## src/hw/cache_setup_cfg.svh

```systemverilog
// Purpose: Constants for the cache setup configuration block.
// Assumes: Included by the package, the controller design file and the bench.
// Notes:   Chain layouts are low bit first as shifted in.
`ifndef CACHE_SETUP_CFG_SVH
`define CACHE_SETUP_CFG_SVH

`define OTC_LEN              16
`define OTC_RESET            16'h0000
`define RWC_LEN              24
`define RWC_ENABLE_BIT       0
`define RWC_SIZE_LSB         1
`define RWC_ITD_LSB          5
`define RWC_MODIFIED_LSB     7
`define RWC_SETUP_BIT        10
`define RWC_EVICT_BIT        11
`define RWC_DUP_EN_LSB       12
`define RWC_STS_LSB          15
`define RWC_BANK_BIT         19
`define RWC_RESET            24'h00_0000
`define IFACE_CFG_LEN        8
`define IFACE_CFG_RESET      8'h00
`define STS_VALID_DIRTY      4'h3

`endif

```

## src/hw/cache_setup_pkg.sv

```systemverilog
// Purpose: Types for the cache setup configuration block.
// Assumes: cache_setup_cfg.svh holds the numbers.
// Notes:   Types only.
`include "cache_setup_cfg.svh"

package cache_setup_pkg;
    typedef enum logic [1:0] {
        ST_IDLE,
        ST_LOAD,
        ST_RUN
    } load_state_t;

    typedef logic [`RWC_LEN-1:0] rwc_word_t;
    typedef logic [`OTC_LEN-1:0] otc_word_t;
endpackage

```

## src/hw/cache_setup_mode_config.sv

```systemverilog
// Purpose: Configuration chains and setup-mode effects of the cache controller.
// Assumes: Boot ROM pins are asynchronous; core requests are on clock_i.
// Notes:   Chains are written serially, as the register access is documented.
`timescale 1ns/100ps
`include "cache_setup_cfg.svh"

// Function
// One-time chain loaded serially from boot ROM
// Rewritable chain reloadable by privileged writes
// Software sets enable, duplicate copies zero
// Software programs exact or maximum size
// Software sets invalidate-to-dirty and setup
// Software clears modified, evict, status, bank
// Setup mode makes L1 updates clean
// Setup mode forces L2 tag status
// Setup mode squashes victim writeback commands
// Setup creates blocks without interface traffic
// Software sweeps twice cache size
// Enable and size rewritable at run time
// Interface starts in reset default configuration
// Default configuration governs until reprogrammed
// Incompatible systems reprogram interface first
// Chip reset disables the L2 cache
// Warm reset and sleep clear rewritable chain
// Clearing setup restores normal behaviour
module cache_setup_mode_config
    import cache_setup_pkg::*;
(
    input  wire logic                      clock_i,
    input  wire logic                      rstn_i,
    input  wire logic                      otc_load_req_i,
    input  wire logic                      rom_data_i,
    input  wire logic                      rom_valid_i,
    output logic                           rom_enable_n_o,
    output logic                           otc_done_o,
    output cache_setup_pkg::otc_word_t     otc_value_o,
    input  wire logic                      rwc_shift_i,
    input  wire logic                      rwc_bit_i,
    input  wire logic                      rwc_init_i,
    input  wire logic                      iface_cfg_wr_i,
    input  wire logic [`IFACE_CFG_LEN-1:0] iface_cfg_data_i,
    output logic [`IFACE_CFG_LEN-1:0]      iface_cfg_o,
    output logic                           l2_cache_enable_o,
    output logic [3:0]                     l2_cache_size_o,
    output logic                           cache_setup_mode_o,
    input  wire logic                      l1_update_i,
    input  wire logic                      l1_update_dirty_i,
    output logic                           l1_block_dirty_o,
    input  wire logic                      l2_write_i,
    input  wire logic [3:0]                l2_coherent_sts_i,
    output logic                           l2_write_o,
    output logic [3:0]                     l2_tag_sts_o,
    input  wire logic                      victim_req_i,
    output logic                           victim_writeback_cmd_o,
    output logic                           victim_squashed_o
);
    import cache_setup_pkg::*;

    logic        rom_data_s1;
    logic        rom_data_s2;
    logic        rom_valid_s1;
    logic        rom_valid_s2;
    logic        rom_valid_s3;
    logic        load_s1;
    logic        load_s2;
    load_state_t state;
    load_state_t next_state;
    logic [$clog2(`OTC_LEN+1)-1:0] bit_count;
    logic [$clog2(`OTC_LEN+1)-1:0] next_bit_count;
    logic        otc_shift;
    logic        otc_init;
    rwc_word_t   rwc_value;
    logic [`IFACE_CFG_LEN-1:0] next_iface_cfg;
    logic        next_l1_dirty;
    logic [3:0]  next_tag_sts;
    logic        next_l2_write;
    logic        next_victim_cmd;
    logic        next_victim_squashed;
    logic        l2_enable_fld;
    logic [2:0]  dup_enable_fld;
    logic        setup_fld;
    logic        evict_fld;
    logic [3:0]  forced_sts_fld;

    function automatic logic [3:0] field4(input rwc_word_t w, input int lsb);
        field4 = w[lsb +: 4];
    endfunction

    // Boot ROM pins come from outside the clock domain
    always_ff @(posedge clock_i or negedge rstn_i) begin
        if (!rstn_i) begin
            rom_data_s1  <= 1'b0;
            rom_data_s2  <= 1'b0;
            rom_valid_s1 <= 1'b0;
            rom_valid_s2 <= 1'b0;
            rom_valid_s3 <= 1'b0;
            load_s1      <= 1'b0;
            load_s2      <= 1'b0;
        end else begin
            rom_data_s1  <= rom_data_i;
            rom_data_s2  <= rom_data_s1;
            rom_valid_s1 <= rom_valid_i;
            rom_valid_s2 <= rom_valid_s1;
            rom_valid_s3 <= rom_valid_s2;
            load_s1      <= otc_load_req_i;
            load_s2      <= load_s1;
        end
    end

    // serial boot load
    always_comb begin
        next_state     = state;
        next_bit_count = bit_count;
        otc_shift      = 1'b0;
        otc_init       = 1'b0;
        case (state)
            ST_IDLE: begin
                if (load_s2) begin
                    next_state     = ST_LOAD;
                    next_bit_count = '0;
                    otc_init       = 1'b1;
                end
            end
            ST_LOAD: begin
                // Rising edge of the synchronised strobe takes one bit
                if (rom_valid_s2 && !rom_valid_s3) begin
                    otc_shift      = 1'b1;
                    next_bit_count = bit_count + 1'b1;
                    if (bit_count == ($clog2(`OTC_LEN+1))'(`OTC_LEN - 1)) begin
                        next_state = ST_RUN;
                    end
                end
            end
            ST_RUN: begin
                // One_time_config_chain: later load requests are ignored until reset
                next_state = ST_RUN;
            end
            default: begin
                next_state = ST_IDLE;
            end
        endcase
    end

    always_ff @(posedge clock_i or negedge rstn_i) begin
        if (!rstn_i) begin
            state     <= ST_IDLE;
            bit_count <= '0;
        end else begin
            state     <= next_state;
            bit_count <= next_bit_count;
        end
    end

    assign rom_enable_n_o = (state != ST_LOAD);
    assign otc_done_o     = (state == ST_RUN);

    shift_chain #(
        .WIDTH     (`OTC_LEN),
        .RESET_VAL (64'(`OTC_RESET))
    ) u_otc (
        .clock_i (clock_i),
        .rstn_i  (rstn_i),
        .init_i  (otc_init),
        .shift_i (otc_shift),
        .bit_i   (rom_data_s2),
        .value_o (otc_value_o)
    );

    // rewritable chain
    // run-time rewrites
    // warm reset init
    shift_chain #(
        .WIDTH     (`RWC_LEN),
        .RESET_VAL (64'(`RWC_RESET))
    ) u_rwc (
        .clock_i (clock_i),
        .rstn_i  (rstn_i),
        .init_i  (rwc_init_i),
        .shift_i (rwc_shift_i),
        .bit_i   (rwc_bit_i),
        .value_o (rwc_value)
    );

    assign l2_enable_fld  = rwc_value[`RWC_ENABLE_BIT];
    assign dup_enable_fld = rwc_value[`RWC_DUP_EN_LSB +: 3];
    assign setup_fld      = rwc_value[`RWC_SETUP_BIT];
    assign evict_fld      = rwc_value[`RWC_EVICT_BIT];
    assign forced_sts_fld = field4(rwc_value, `RWC_STS_LSB);

    // reset disables cache
    // duplicate copies also enable
    assign l2_cache_enable_o  = l2_enable_fld | (|dup_enable_fld);
    assign l2_cache_size_o    = field4(rwc_value, `RWC_SIZE_LSB);
    assign cache_setup_mode_o = setup_fld;

    // default interface config
    // held until rewritten
    always_comb begin
        next_iface_cfg = iface_cfg_o;
        if (iface_cfg_wr_i) begin
            next_iface_cfg = iface_cfg_data_i;
        end
    end

    always_ff @(posedge clock_i or negedge rstn_i) begin
        if (!rstn_i) begin
            iface_cfg_o <= `IFACE_CFG_RESET;
        end else begin
            iface_cfg_o <= next_iface_cfg;
        end
    end

    always_comb begin
        next_l1_dirty        = l1_block_dirty_o;
        next_l2_write        = l2_write_i & l2_cache_enable_o;
        next_tag_sts         = l2_tag_sts_o;
        next_victim_cmd      = 1'b0;
        next_victim_squashed = 1'b0;
        // clean in setup
        // normal dirty marking
        if (l1_update_i) begin
            next_l1_dirty = setup_fld ? 1'b0 : l1_update_dirty_i;
        end
        // forced tag status
        if (l2_write_i) begin
            next_tag_sts = setup_fld ? forced_sts_fld : l2_coherent_sts_i;
        end
        // victim squash
        // no interface traffic
        if (victim_req_i) begin
            if (setup_fld) begin
                next_victim_squashed = 1'b1;
            end else begin
                next_victim_cmd = evict_fld | l2_cache_enable_o;
            end
        end
    end

    always_ff @(posedge clock_i or negedge rstn_i) begin
        if (!rstn_i) begin
            l1_block_dirty_o       <= 1'b0;
            l2_write_o             <= 1'b0;
            l2_tag_sts_o           <= 4'h0;
            victim_writeback_cmd_o <= 1'b0;
            victim_squashed_o      <= 1'b0;
        end else begin
            l1_block_dirty_o       <= next_l1_dirty;
            l2_write_o             <= next_l2_write;
            l2_tag_sts_o           <= next_tag_sts;
            victim_writeback_cmd_o <= next_victim_cmd;
            victim_squashed_o      <= next_victim_squashed;
        end
    end

    a_l1_clean_setup: assert property (@(posedge clock_i) disable iff (!rstn_i)
        (l1_update_i && setup_fld) |=> !l1_block_dirty_o)
        else $error("L1 block dirty after setup-mode update");

    a_l1_dirty_normal: assert property (@(posedge clock_i) disable iff (!rstn_i)
        (l1_update_i && !setup_fld) |=> (l1_block_dirty_o == $past(l1_update_dirty_i)))
        else $error("L1 dirty mark lost in normal mode");

    a_forced_sts: assert property (@(posedge clock_i) disable iff (!rstn_i)
        (l2_write_i && setup_fld) |=> (l2_tag_sts_o == $past(forced_sts_fld)))
        else $error("Tag status not forced in setup mode");

    a_victim_squash: assert property (@(posedge clock_i) disable iff (!rstn_i)
        setup_fld |=> !victim_writeback_cmd_o)
        else $error("Victim command issued in setup mode");

    a_victim_normal: assert property (@(posedge clock_i) disable iff (!rstn_i)
        (victim_req_i && !setup_fld && l2_cache_enable_o) |=> victim_writeback_cmd_o)
        else $error("Victim command missing in normal mode");

    a_rwc_init_off: assert property (@(posedge clock_i) disable iff (!rstn_i)
        rwc_init_i |=> (!l2_cache_enable_o && !cache_setup_mode_o))
        else $error("Cache still on after chain init");

    a_otc_load_len: assert property (@(posedge clock_i) disable iff (!rstn_i)
        (state == ST_LOAD && next_state == ST_RUN) |-> (bit_count == 5'd15))
        else $error("One-time chain loaded with wrong length");

    a_iface_hold: assert property (@(posedge clock_i) disable iff (!rstn_i)
        !iface_cfg_wr_i |=> $stable(iface_cfg_o))
        else $error("Interface config changed without write");

    a_size_track: assert property (@(posedge clock_i) disable iff (!rstn_i)
        (rwc_shift_i && !rwc_init_i) |=>
            (l2_cache_size_o == $past(rwc_value[`RWC_SIZE_LSB+1 +: 4])))
        else $error("Size output does not follow chain");

    a_write_gated: assert property (@(posedge clock_i) disable iff (!rstn_i)
        !l2_cache_enable_o |=> !l2_write_o)
        else $error("L2 write passed while cache is off");

    c_setup_squash: cover property (@(posedge clock_i) disable iff (!rstn_i)
        victim_req_i && setup_fld);
    c_otc_done: cover property (@(posedge clock_i) disable iff (!rstn_i)
        state == ST_LOAD ##1 state == ST_RUN);
    c_forced_write: cover property (@(posedge clock_i) disable iff (!rstn_i)
        l2_write_i && setup_fld && l2_cache_enable_o);
    c_victim_normal: cover property (@(posedge clock_i) disable iff (!rstn_i)
        victim_req_i && !setup_fld && l2_cache_enable_o);
endmodule

```

## src/hw/shift_chain.sv

```systemverilog
// Purpose: Serial shift chain with parallel read-out register.
// Assumes: One bit shifted per enabled clock, low bit first.
// Notes:   Reset value is a parameter constant.
`timescale 1ns/100ps

module shift_chain #(
    parameter int          WIDTH     = 8,
    parameter logic [63:0] RESET_VAL = 64'h0000_0000_0000_0000
) (
    input  wire logic             clock_i,
    input  wire logic             rstn_i,
    input  wire logic             init_i,
    input  wire logic             shift_i,
    input  wire logic             bit_i,
    output logic [WIDTH-1:0]      value_o
);
    logic [WIDTH-1:0] next_value;

    always_comb begin
        next_value = value_o;
        if (init_i) begin
            next_value = RESET_VAL[WIDTH-1:0];
        end else if (shift_i) begin
            next_value = {bit_i, value_o[WIDTH-1:1]};
        end
    end

    always_ff @(posedge clock_i or negedge rstn_i) begin
        if (!rstn_i) begin
            value_o <= RESET_VAL[WIDTH-1:0];
        end else begin
            value_o <= next_value;
        end
    end
endmodule

```

## config.mk

```make
export PLATFORM = sky130hd
export DESIGN_NAME = cache_setup_mode_config
export DESIGN_NICKNAME = d
export VERILOG_FILES = /design/src/hw/cache_setup_pkg.sv /design/src/hw/cache_setup_mode_config.sv /design/src/hw/shift_chain.sv
export VERILOG_INCLUDE_DIRS = /design/src /design/src/hw
export SDC_FILE = /design/constraint.sdc
export NUM_CORES = 1
export LEC_CHECK = 0
export BUFFER_PORTS_ARGS = -buffer_cell sky130_fd_sc_hd__buf_2
export CORE_UTILIZATION = 40
export DETAILED_ROUTE_END_ITERATION = 6
export GPL_TIMING_DRIVEN = 0
export SYNTH_ARGS = -nofsm -noshare
export SYNTH_HDL_FRONTEND = slang
export SYNTH_SLANG_ARGS = --single-unit
```

## constraint.sdc

```tcl
create_clock -name clock_i -period 2.2 [get_ports clock_i]
set_input_delay 0.66 -clock clock_i [delete_from_list [all_inputs] [get_ports clock_i]]
set_output_delay 0.66 -clock clock_i [all_outputs]
set_load 0.02 [all_outputs]
```

==> flow_summary.yaml, run 1 <==
clock_tree:
  clk_latency_ps: 340
  cts_buffer_depth: 2
  cts_tree: "built"
  cts-hold-fix-buffers: 0
  clkSlewWorstSetupHoldPaths_ps: 70
  ctsResizeCount: 0
  htree_levels: 3
  cts_made_buffers: 9
  cts-root-buf: "clkbuf_8"
  cts_setup_buffers: 0
  cts.sink_count: 70
timing:
  tns_ps: 0
  slew_headroom_pct: 41.9
  timing.final.max_slew_violations: 0
  fin_crit_sh_pct: 96.8
  worst_hold_slack_ps: 349
  setup_viol: 0
  hold_viol_final: 0
  rsz0062_at_grt: "false"
  finalCriticalPeriod_ps: 2130
  fin_ws_ps: 70.0
  tightestPinTransition_ps: 872
  fmaxAchievable_ghz: 0.469
  fin_skew_ps: 9.00
synthesis:
  synth_top_area_cell: "dfrtp_1"
  synth_seq_area_share_pct: 61.5
  yosys_register_bits: 70
  avgSynthCellArea_um2: 11.7
  synthTopCellsByArea: "dfrtp_1 62%, mux2i_1 9.8%, nand2_1 4.3%, mux2_2 4.0%, a21oi_1 3.9%"
  netlist.area_leader.share_pct: 61.5
  syn_nets: 275
  yosysWarnings: 0
  syn_area_um2: 2850
  yosysUniqueCellTypes: 28
  syn_inst: 244
floorplan:
  die_area_um2: 7460
  initial_core_util_pct: 41.7
  die_h_um: 86.4
  pin_count: 65
  die_x_um: 86.4
  core-area_um2: 6830
  rows: 30
drt:
  ant_nets: 0
  drt_iter0_drc: 84
  via_count: 1940
  vias_per_cell: 4.65
  avgRoutedWirePerCell_um: 12.4
  totalWireLength_um: 5190
  drc: 0
  drtPass1Iterations: 4
layout:
  area_growth_pct: 22.6
  multi_input_area_um2: 981
  n_fill_cell: 679
  drive_gt1_share_pct: 30.5
  nets: 347
  final_cells: 417
  layout.area.seq_um2: 1750
  insertedDiodeCount: 0
hold_path:
  holdCritPathClass: "reg -> reg"
run_status:
  status: "completed"
global_route:
  antenna_found_initial: 0
  track_usage_pct: 15.2
  grt_pass1_vias: 1839
  grt_max_degree: 71
  overflow: 0
  grt_pass1_wl_um: 8630
worst_setup_path:
  start_kind: "flip-flop"
  cp_max_fo: 3
  crit_arrival_ps: 1470
  worstPathRequired_ps: 1540
  crit_type: "reg -> out"
  end_kind: "primary output"
placement:
  place_congestion: 0.718
  io_buffers: 61
  dp_hpwl_um: 3460
  pre_cts_ws_ps: 429
  dp.cells: 401
power_and_ir_drop:
  p_leak_nw: 1.78
  powerDensity_nw_per_um2: 873
  power_mw: 3.05
  ir_worst_vdd_v: 0.000465
flow_run:
  drv_cap: 0
[per-stage QoR]
| stage | utilization, % | area (um2) |
|---|---|---|
| after floorplan | - | 2850 |
| after global placement | 47.9 | 3270 |
| after detailed placement | 47.9 | 3280 |
| after CTS | 51.1 | 3490 |
| after global routing | 51.1 | 3490 |
| final | 51.1 | 3490 |
[metal layers]
metal	part of all wire, %	up-vias	GRT usage, %
met2	45	53	22.9
met5	0	-	0
met1	48	928	19.4
met4	1.4	0	6.06
met3	5.4	8	6.19
li1	-	951	-
[critical path: stages, from the launching register on]
cell and delay, ps:
dfrtp_1 400, or4_4 550, buf_2 180
[where the power goes]
group / switching [mW] / internal [mW] / leakage [nW]
combinational: 0.306 / 0.194 / 0.748
sequential: 0.0499 / 1.36 / 0.924
clock: 0.466 / 0.667 / 0.110
[synthesized netlist by cell type]
| master | n |
|---|---|
| a32o_1 | 1 |
| o2bb2ai_1 | 1 |
| and3b_1 | 1 |
| and2_1 | 3 |
| buf_2 | 5 |
| mux2_2 | 10 |
| nand3_1 | 1 |
| a31oi_1 | 2 |
| o21ai_0 | 2 |
| nor2b_1 | 1 |
| and3_1 | 1 |
| nand2b_1 | 2 |
| or4_4 | 1 |
| o21a_1 | 1 |
| nand2_1 | 33 |
| xor2_1 | 1 |
| buf_4 | 7 |
| o22ai_1 | 1 |
| nor2_1 | 29 |
| ha_1 | 6 |
| dfrtp_1 | 70 |
| a21oi_1 | 22 |
| mux2i_1 | 28 |
| inv_1 | 5 |
| nand3b_1 | 3 |
| nor3b_1 | 1 |
| clkbuf_1 | 5 |
| a21boi_1 | 1 |
[final cells by class]
cell class | instances | area share, %
buffer | 17 | 2.76
clock buffer | 12 | 4.16
clock inverter | 4 | 2.01
inverter | 5 | 0.538
multi-input combinational | 152 | 28.1
sequential | 70 | 50.2
tap | 96 | 3.44
timing repair buffer | 61 | 8.82
[flip-flops by register name, summed over array words and instances (netlist names)]
register,count
u_otc.value_o,16
rom_data_s2,1
load_s1,1
victim_writeback_cmd_o,1
load_s2,1
l1_block_dirty_o,1
rom_valid_s1,1
l2_tag_sts_o,4
rom_data_s1,1
rom_valid_s3,1
l2_write_o,1
iface_cfg_o,8
state,2
u_rwc.value_o,24
bit_count,5
rom_valid_s2,1
victim_squashed_o,1
[logic make-up after synthesis]
kind of cell | synth area share [%]
mux | 13.8
xor+xnor | 0.308
simple gates | 11.6
buf+inv | 4.04
fa+ha+maj | 2.64
compound gates | 6.06
flops | 61.5
[path summary, 6_finish.rpt]
kind / slack, ps / startpoint / endpoint / cells past startpoint
max in group asynchronous: 1200 / rstn_i / l2_tag_sts_o[1] / 1
min reg2reg: 350 / load_s1 / load_s2 / 0
min: 350 / load_s1 / load_s2 / 0
max reg2reg: 550 / bit_count[0] / state[1] / 6
min in group asynchronous: 440 / rstn_i / u_rwc.value_o[12] / 1
max: 70 / u_rwc.value_o[14] / l2_cache_enable_o / 2
[cells in the final DEF, fill, tap and decap left out, drive strengths merged]
cell / netlist / final
nor2b: 1 / 1
a32o: 1 / 1
nand2: 33 / 33
nor2: 29 / 29
and3b: 1 / 1
dfrtp: 70 / 70
buf: 12 / 73
xor2: 1 / 1
nand3: 1 / 1
o2bb2ai: 1 / 1
bufinv: 0 / 2
clkbuf: 5 / 17
a21boi: 1 / 1
clkinv: 0 / 2
ha: 6 / 6
and3: 1 / 1
nand3b: 3 / 3
or4: 1 / 1
o21ai: 2 / 2
a31oi: 2 / 2
inv: 5 / 5
and2: 3 / 3
mux2i: 28 / 28
o21a: 1 / 1
nor3b: 1 / 1
a21oi: 22 / 22
nand2b: 2 / 2
o22ai: 1 / 1
mux2: 10 / 10
Note: power is estimated with default switching activity, not from simulation.
==> inputs of run 2 (changes only) <==
--- a/config.mk
+++ b/config.mk
@@ -6,10 +6,12 @@
 export SDC_FILE = /design/constraint.sdc
 export NUM_CORES = 1
 export LEC_CHECK = 0
+export ABC_AREA = 1
 export BUFFER_PORTS_ARGS = -buffer_cell sky130_fd_sc_hd__buf_2
 export CORE_UTILIZATION = 40
 export DETAILED_ROUTE_END_ITERATION = 6
 export GPL_TIMING_DRIVEN = 0
+export MAX_ROUTING_LAYER = met4
 export SYNTH_ARGS = -nofsm -noshare
 export SYNTH_HDL_FRONTEND = slang
 export SYNTH_SLANG_ARGS = --single-unit
==> run 2 against run 1 <==
Flip-flop and latch count is the same. Clock power decreased by 6%. Core utilization shrank 0.60 points. Sequential share of layout area fell by 2.9 points. Maximum frequency is 3.9% higher. Synthesized cell count increased by 27%. Critical path type unchanged. Critical endpoint is now rom_enable_n_o. Largest cell class unchanged.
==> flow_summary.yaml, run 2 <==
drt:
  ant_nets: 0
  drt_iter0_drc: 171
  via_count: 2302
  drtPass1Iterations: 5
  drc: 0
  vias_per_cell: 4.75
  avgRoutedWirePerCell_um: 12.4
  totalWireLength_um: 6030
synthesis:
  synth_top_area_cell: "dfrtp_1"
  ys.flop_type: "dfrtp_1"
  yosys_register_bits: 70
  yosysMostFrequentCell: "dfrtp_1"
  netlist.area_leader.share_pct: 57.1
  synth_edf_count: 0
  synthTopCellsByArea: "dfrtp_1 57%, o21ai_2 7.4%, nand3_1 7.2%, nand2_1 6.8%, inv_1 5.0%"
  synth_seq_area_share_pct: 57.1
  async_flop_share_pct: 100
  avgSynthCellArea_um2: 9.93
  syn_area_um2: 3070
  yosysUniqueCellTypes: 22
  synth_commonest_cells: "70 x dfrtp_1, 56 x nand2_1, 44 x nand3_1"
  yosysWarnings: 0
  syn_nets: 340
  syn_inst: 309
flow_run:
  drv_cap: 0
timing:
  tightestPinTransition_ps: 870
  rsz0062_at_grt: "false"
  fmaxAchievable_ghz: 0.488
  timing.final.max_slew_violations: 0
  tns_ps: 0
  fin_crit_sh_pct: 93.2
  finalCriticalPeriod_ps: 2050
  hold_viol_final: 0
  fin_skew_ps: 10.4
  fin_ws_ps: 150
  setup_viol: 0
  slew_headroom_pct: 42.0
layout:
  area_growth_pct: 20.6
  top_register: "u_rwc.value_o"
  finish.instance_area_um2: 3700
  drive_gt1_share_pct: 32.6
  reg.largest.list: "u_rwc.value_o x24, u_otc.value_o x16, iface_cfg_o x8"
  largest_reg_flops: 24
  insertedDiodeCount: 0
  nets: 412
  layout_common_cells: "70 x dfrtp_1, 64 x buf_2, 56 x nand2_1"
  final_common_cell: "dfrtp_1"
  final_cells: 485
worst_setup_path:
  cp_slowest_cell: "dfrtp_1"
  worst-path-buf-inv: 3
  cp_max_fo: 5
  worstSetupStartpoint: "state[1]"
  crit_type: "reg -> out"
  reg2reg_to: "u_otc.value_o[2]"
  cp_top_family: "buffers and inverters"
  r2r-start: "state[1]"
  reg2regPathDepth: 7
  cp.depth: 4
  cpPeakStageDelay_ps: 400
  crit_chain: "inv_1 -> ha_1 -> inv_1 -> buf_2"
  crit_arrival_ps: 1390
  end_kind: "primary output"
  crit_top_cell: "inv_1"
  r2r_slack_ps: 730
  crit_path_end: "rom_enable_n_o"
  start_kind: "flip-flop"
  worstPathRequired_ps: 1540
clock_tree:
  htree_levels: 3
  cts_setup_buffers: 0
  cts.sink_count: 70
  cts_tree: "built"
  cts_buffer_depth: 2
  cts-root-buf: "clkbuf_8"
  cts_made_buffers: 9
  cts-hold-fix-buffers: 0
  clk_latency_ps: 340
  clkSlewWorstSetupHoldPaths_ps: 70
  ctsResizeCount: 0
floorplan:
  pin_count: 65
  core-area_um2: 7330
  rows: 31
  die_h_um: 89.6
  die_x_um: 89.6
  initial_core_util_pct: 41.9
  die_area_um2: 8030
power_and_ir_drop:
  ir_worst_vdd_v: 0.000282
  p_leak_nw: 1.85
  powerDensity_nw_per_um2: 833
hold_path:
  holdCritPathClass: "reg -> reg"
global_route:
  antenna_found_initial: 0
  track_usage_pct: 17.1
  grt_pass1_wl_um: 9890
  grt_max_degree: 71
  overflow: 0
  grt_pass1_vias: 2144
placement:
  place_congestion: 0.758
  dp.cells: 469
  pre_cts_ws_ps: 527
  dp_hpwl_um: 4160
  placedInstanceArea_um2: 3500
  io_buffers: 61
run_status:
  status: "completed"
==> run 2: cell types whose count changed in the layout (fill, tap and decap cells not counted), moves of 5 or more <==
cell,delta
o21ai_0,+5
a21oi_1,-20
mux2i_1,-28
inv_1,+36
buf_6,+5
nor2_1,-19
o21ai_2,+26
nand2_1,+23
o21ai_1,+7
nand3_1,+43
==> run 2: per-stage QoR <==
stage	util (%)	hold slack (ps)	total power, mW
global placement	47.7	334	2.04
floorplan	-	331	1.86
detailed placement	47.8	341	2.06
global route	50.5	366	3.27
CTS	50.5	362	3.13
finish	50.5	359	3.08
==> run 2: metal layers <==
metal | GRT usage (%) | vias to the layer above | wire [um]
met2 | 25.7 | 59 | 2910
met1 | 21.4 | 1110 | 2770
met5 | - | - | 0
met4 | 6.06 | 0 | 27
li1 | - | 1131 | -
met3 | 5.76 | 2 | 326
==> run 2: final cells by class <==
class | count | area, um2
Clock inverter | 3 | 42.5
Inverter | 41 | 154
Multi-Input combinational cell | 179 | 1030
Buffer | 19 | 133
Tap cell | 99 | 124
Sequential cell | 70 | 1750
Fill cell | 709 | 3630
Clock buffer | 13 | 159
Timing Repair Buffer | 61 | 308
==> run 2: power breakdown <==
part	switching (mW)	internal (mW)
clock network	0.473	0.585
registers	0.0494	1.36
logic	0.414	0.202
total	0.936	2.15
==> run 2: cell families (layout without fill, tap and decap cells) <==
| family | count (synthesis) | in the layout | share of synthesized area [%] |
|---|---|---|---|
| AOI/OAI and AO/OA | 47 | 47 | 11.1 |
| adders and majority gates | 6 | 6 | 2.45 |
| buffers and inverters | 60 | 137 | 9.34 |
| DFF | 70 | 70 | 57.1 |
| muxes | 8 | 8 | 2.94 |
| and+or+nand+nor | 118 | 118 | 17.1 |
==> run 2: how the worst min path moves through the flow <==
stage,startpoint,endpoint,cells past startpoint
after floorplan,load_s1,load_s2,0
after global placement,rom_data_s1,rom_data_s2,0
after detailed placement,rom_data_s1,rom_data_s2,0
after CTS,rom_data_s1,rom_data_s2,0
after global routing,rom_data_s1,rom_data_s2,0
final,rom_data_s1,rom_data_s2,0
==> run 2: worst reg2reg max path, stage by stage, from the launching register on <==
cell and delay (ps):
dfrtp_1 400, inv_1 110, ha_1 250, nand3_1 140, buf_6 170, buf_6 150
nand3_1 60, o21ai_1 70
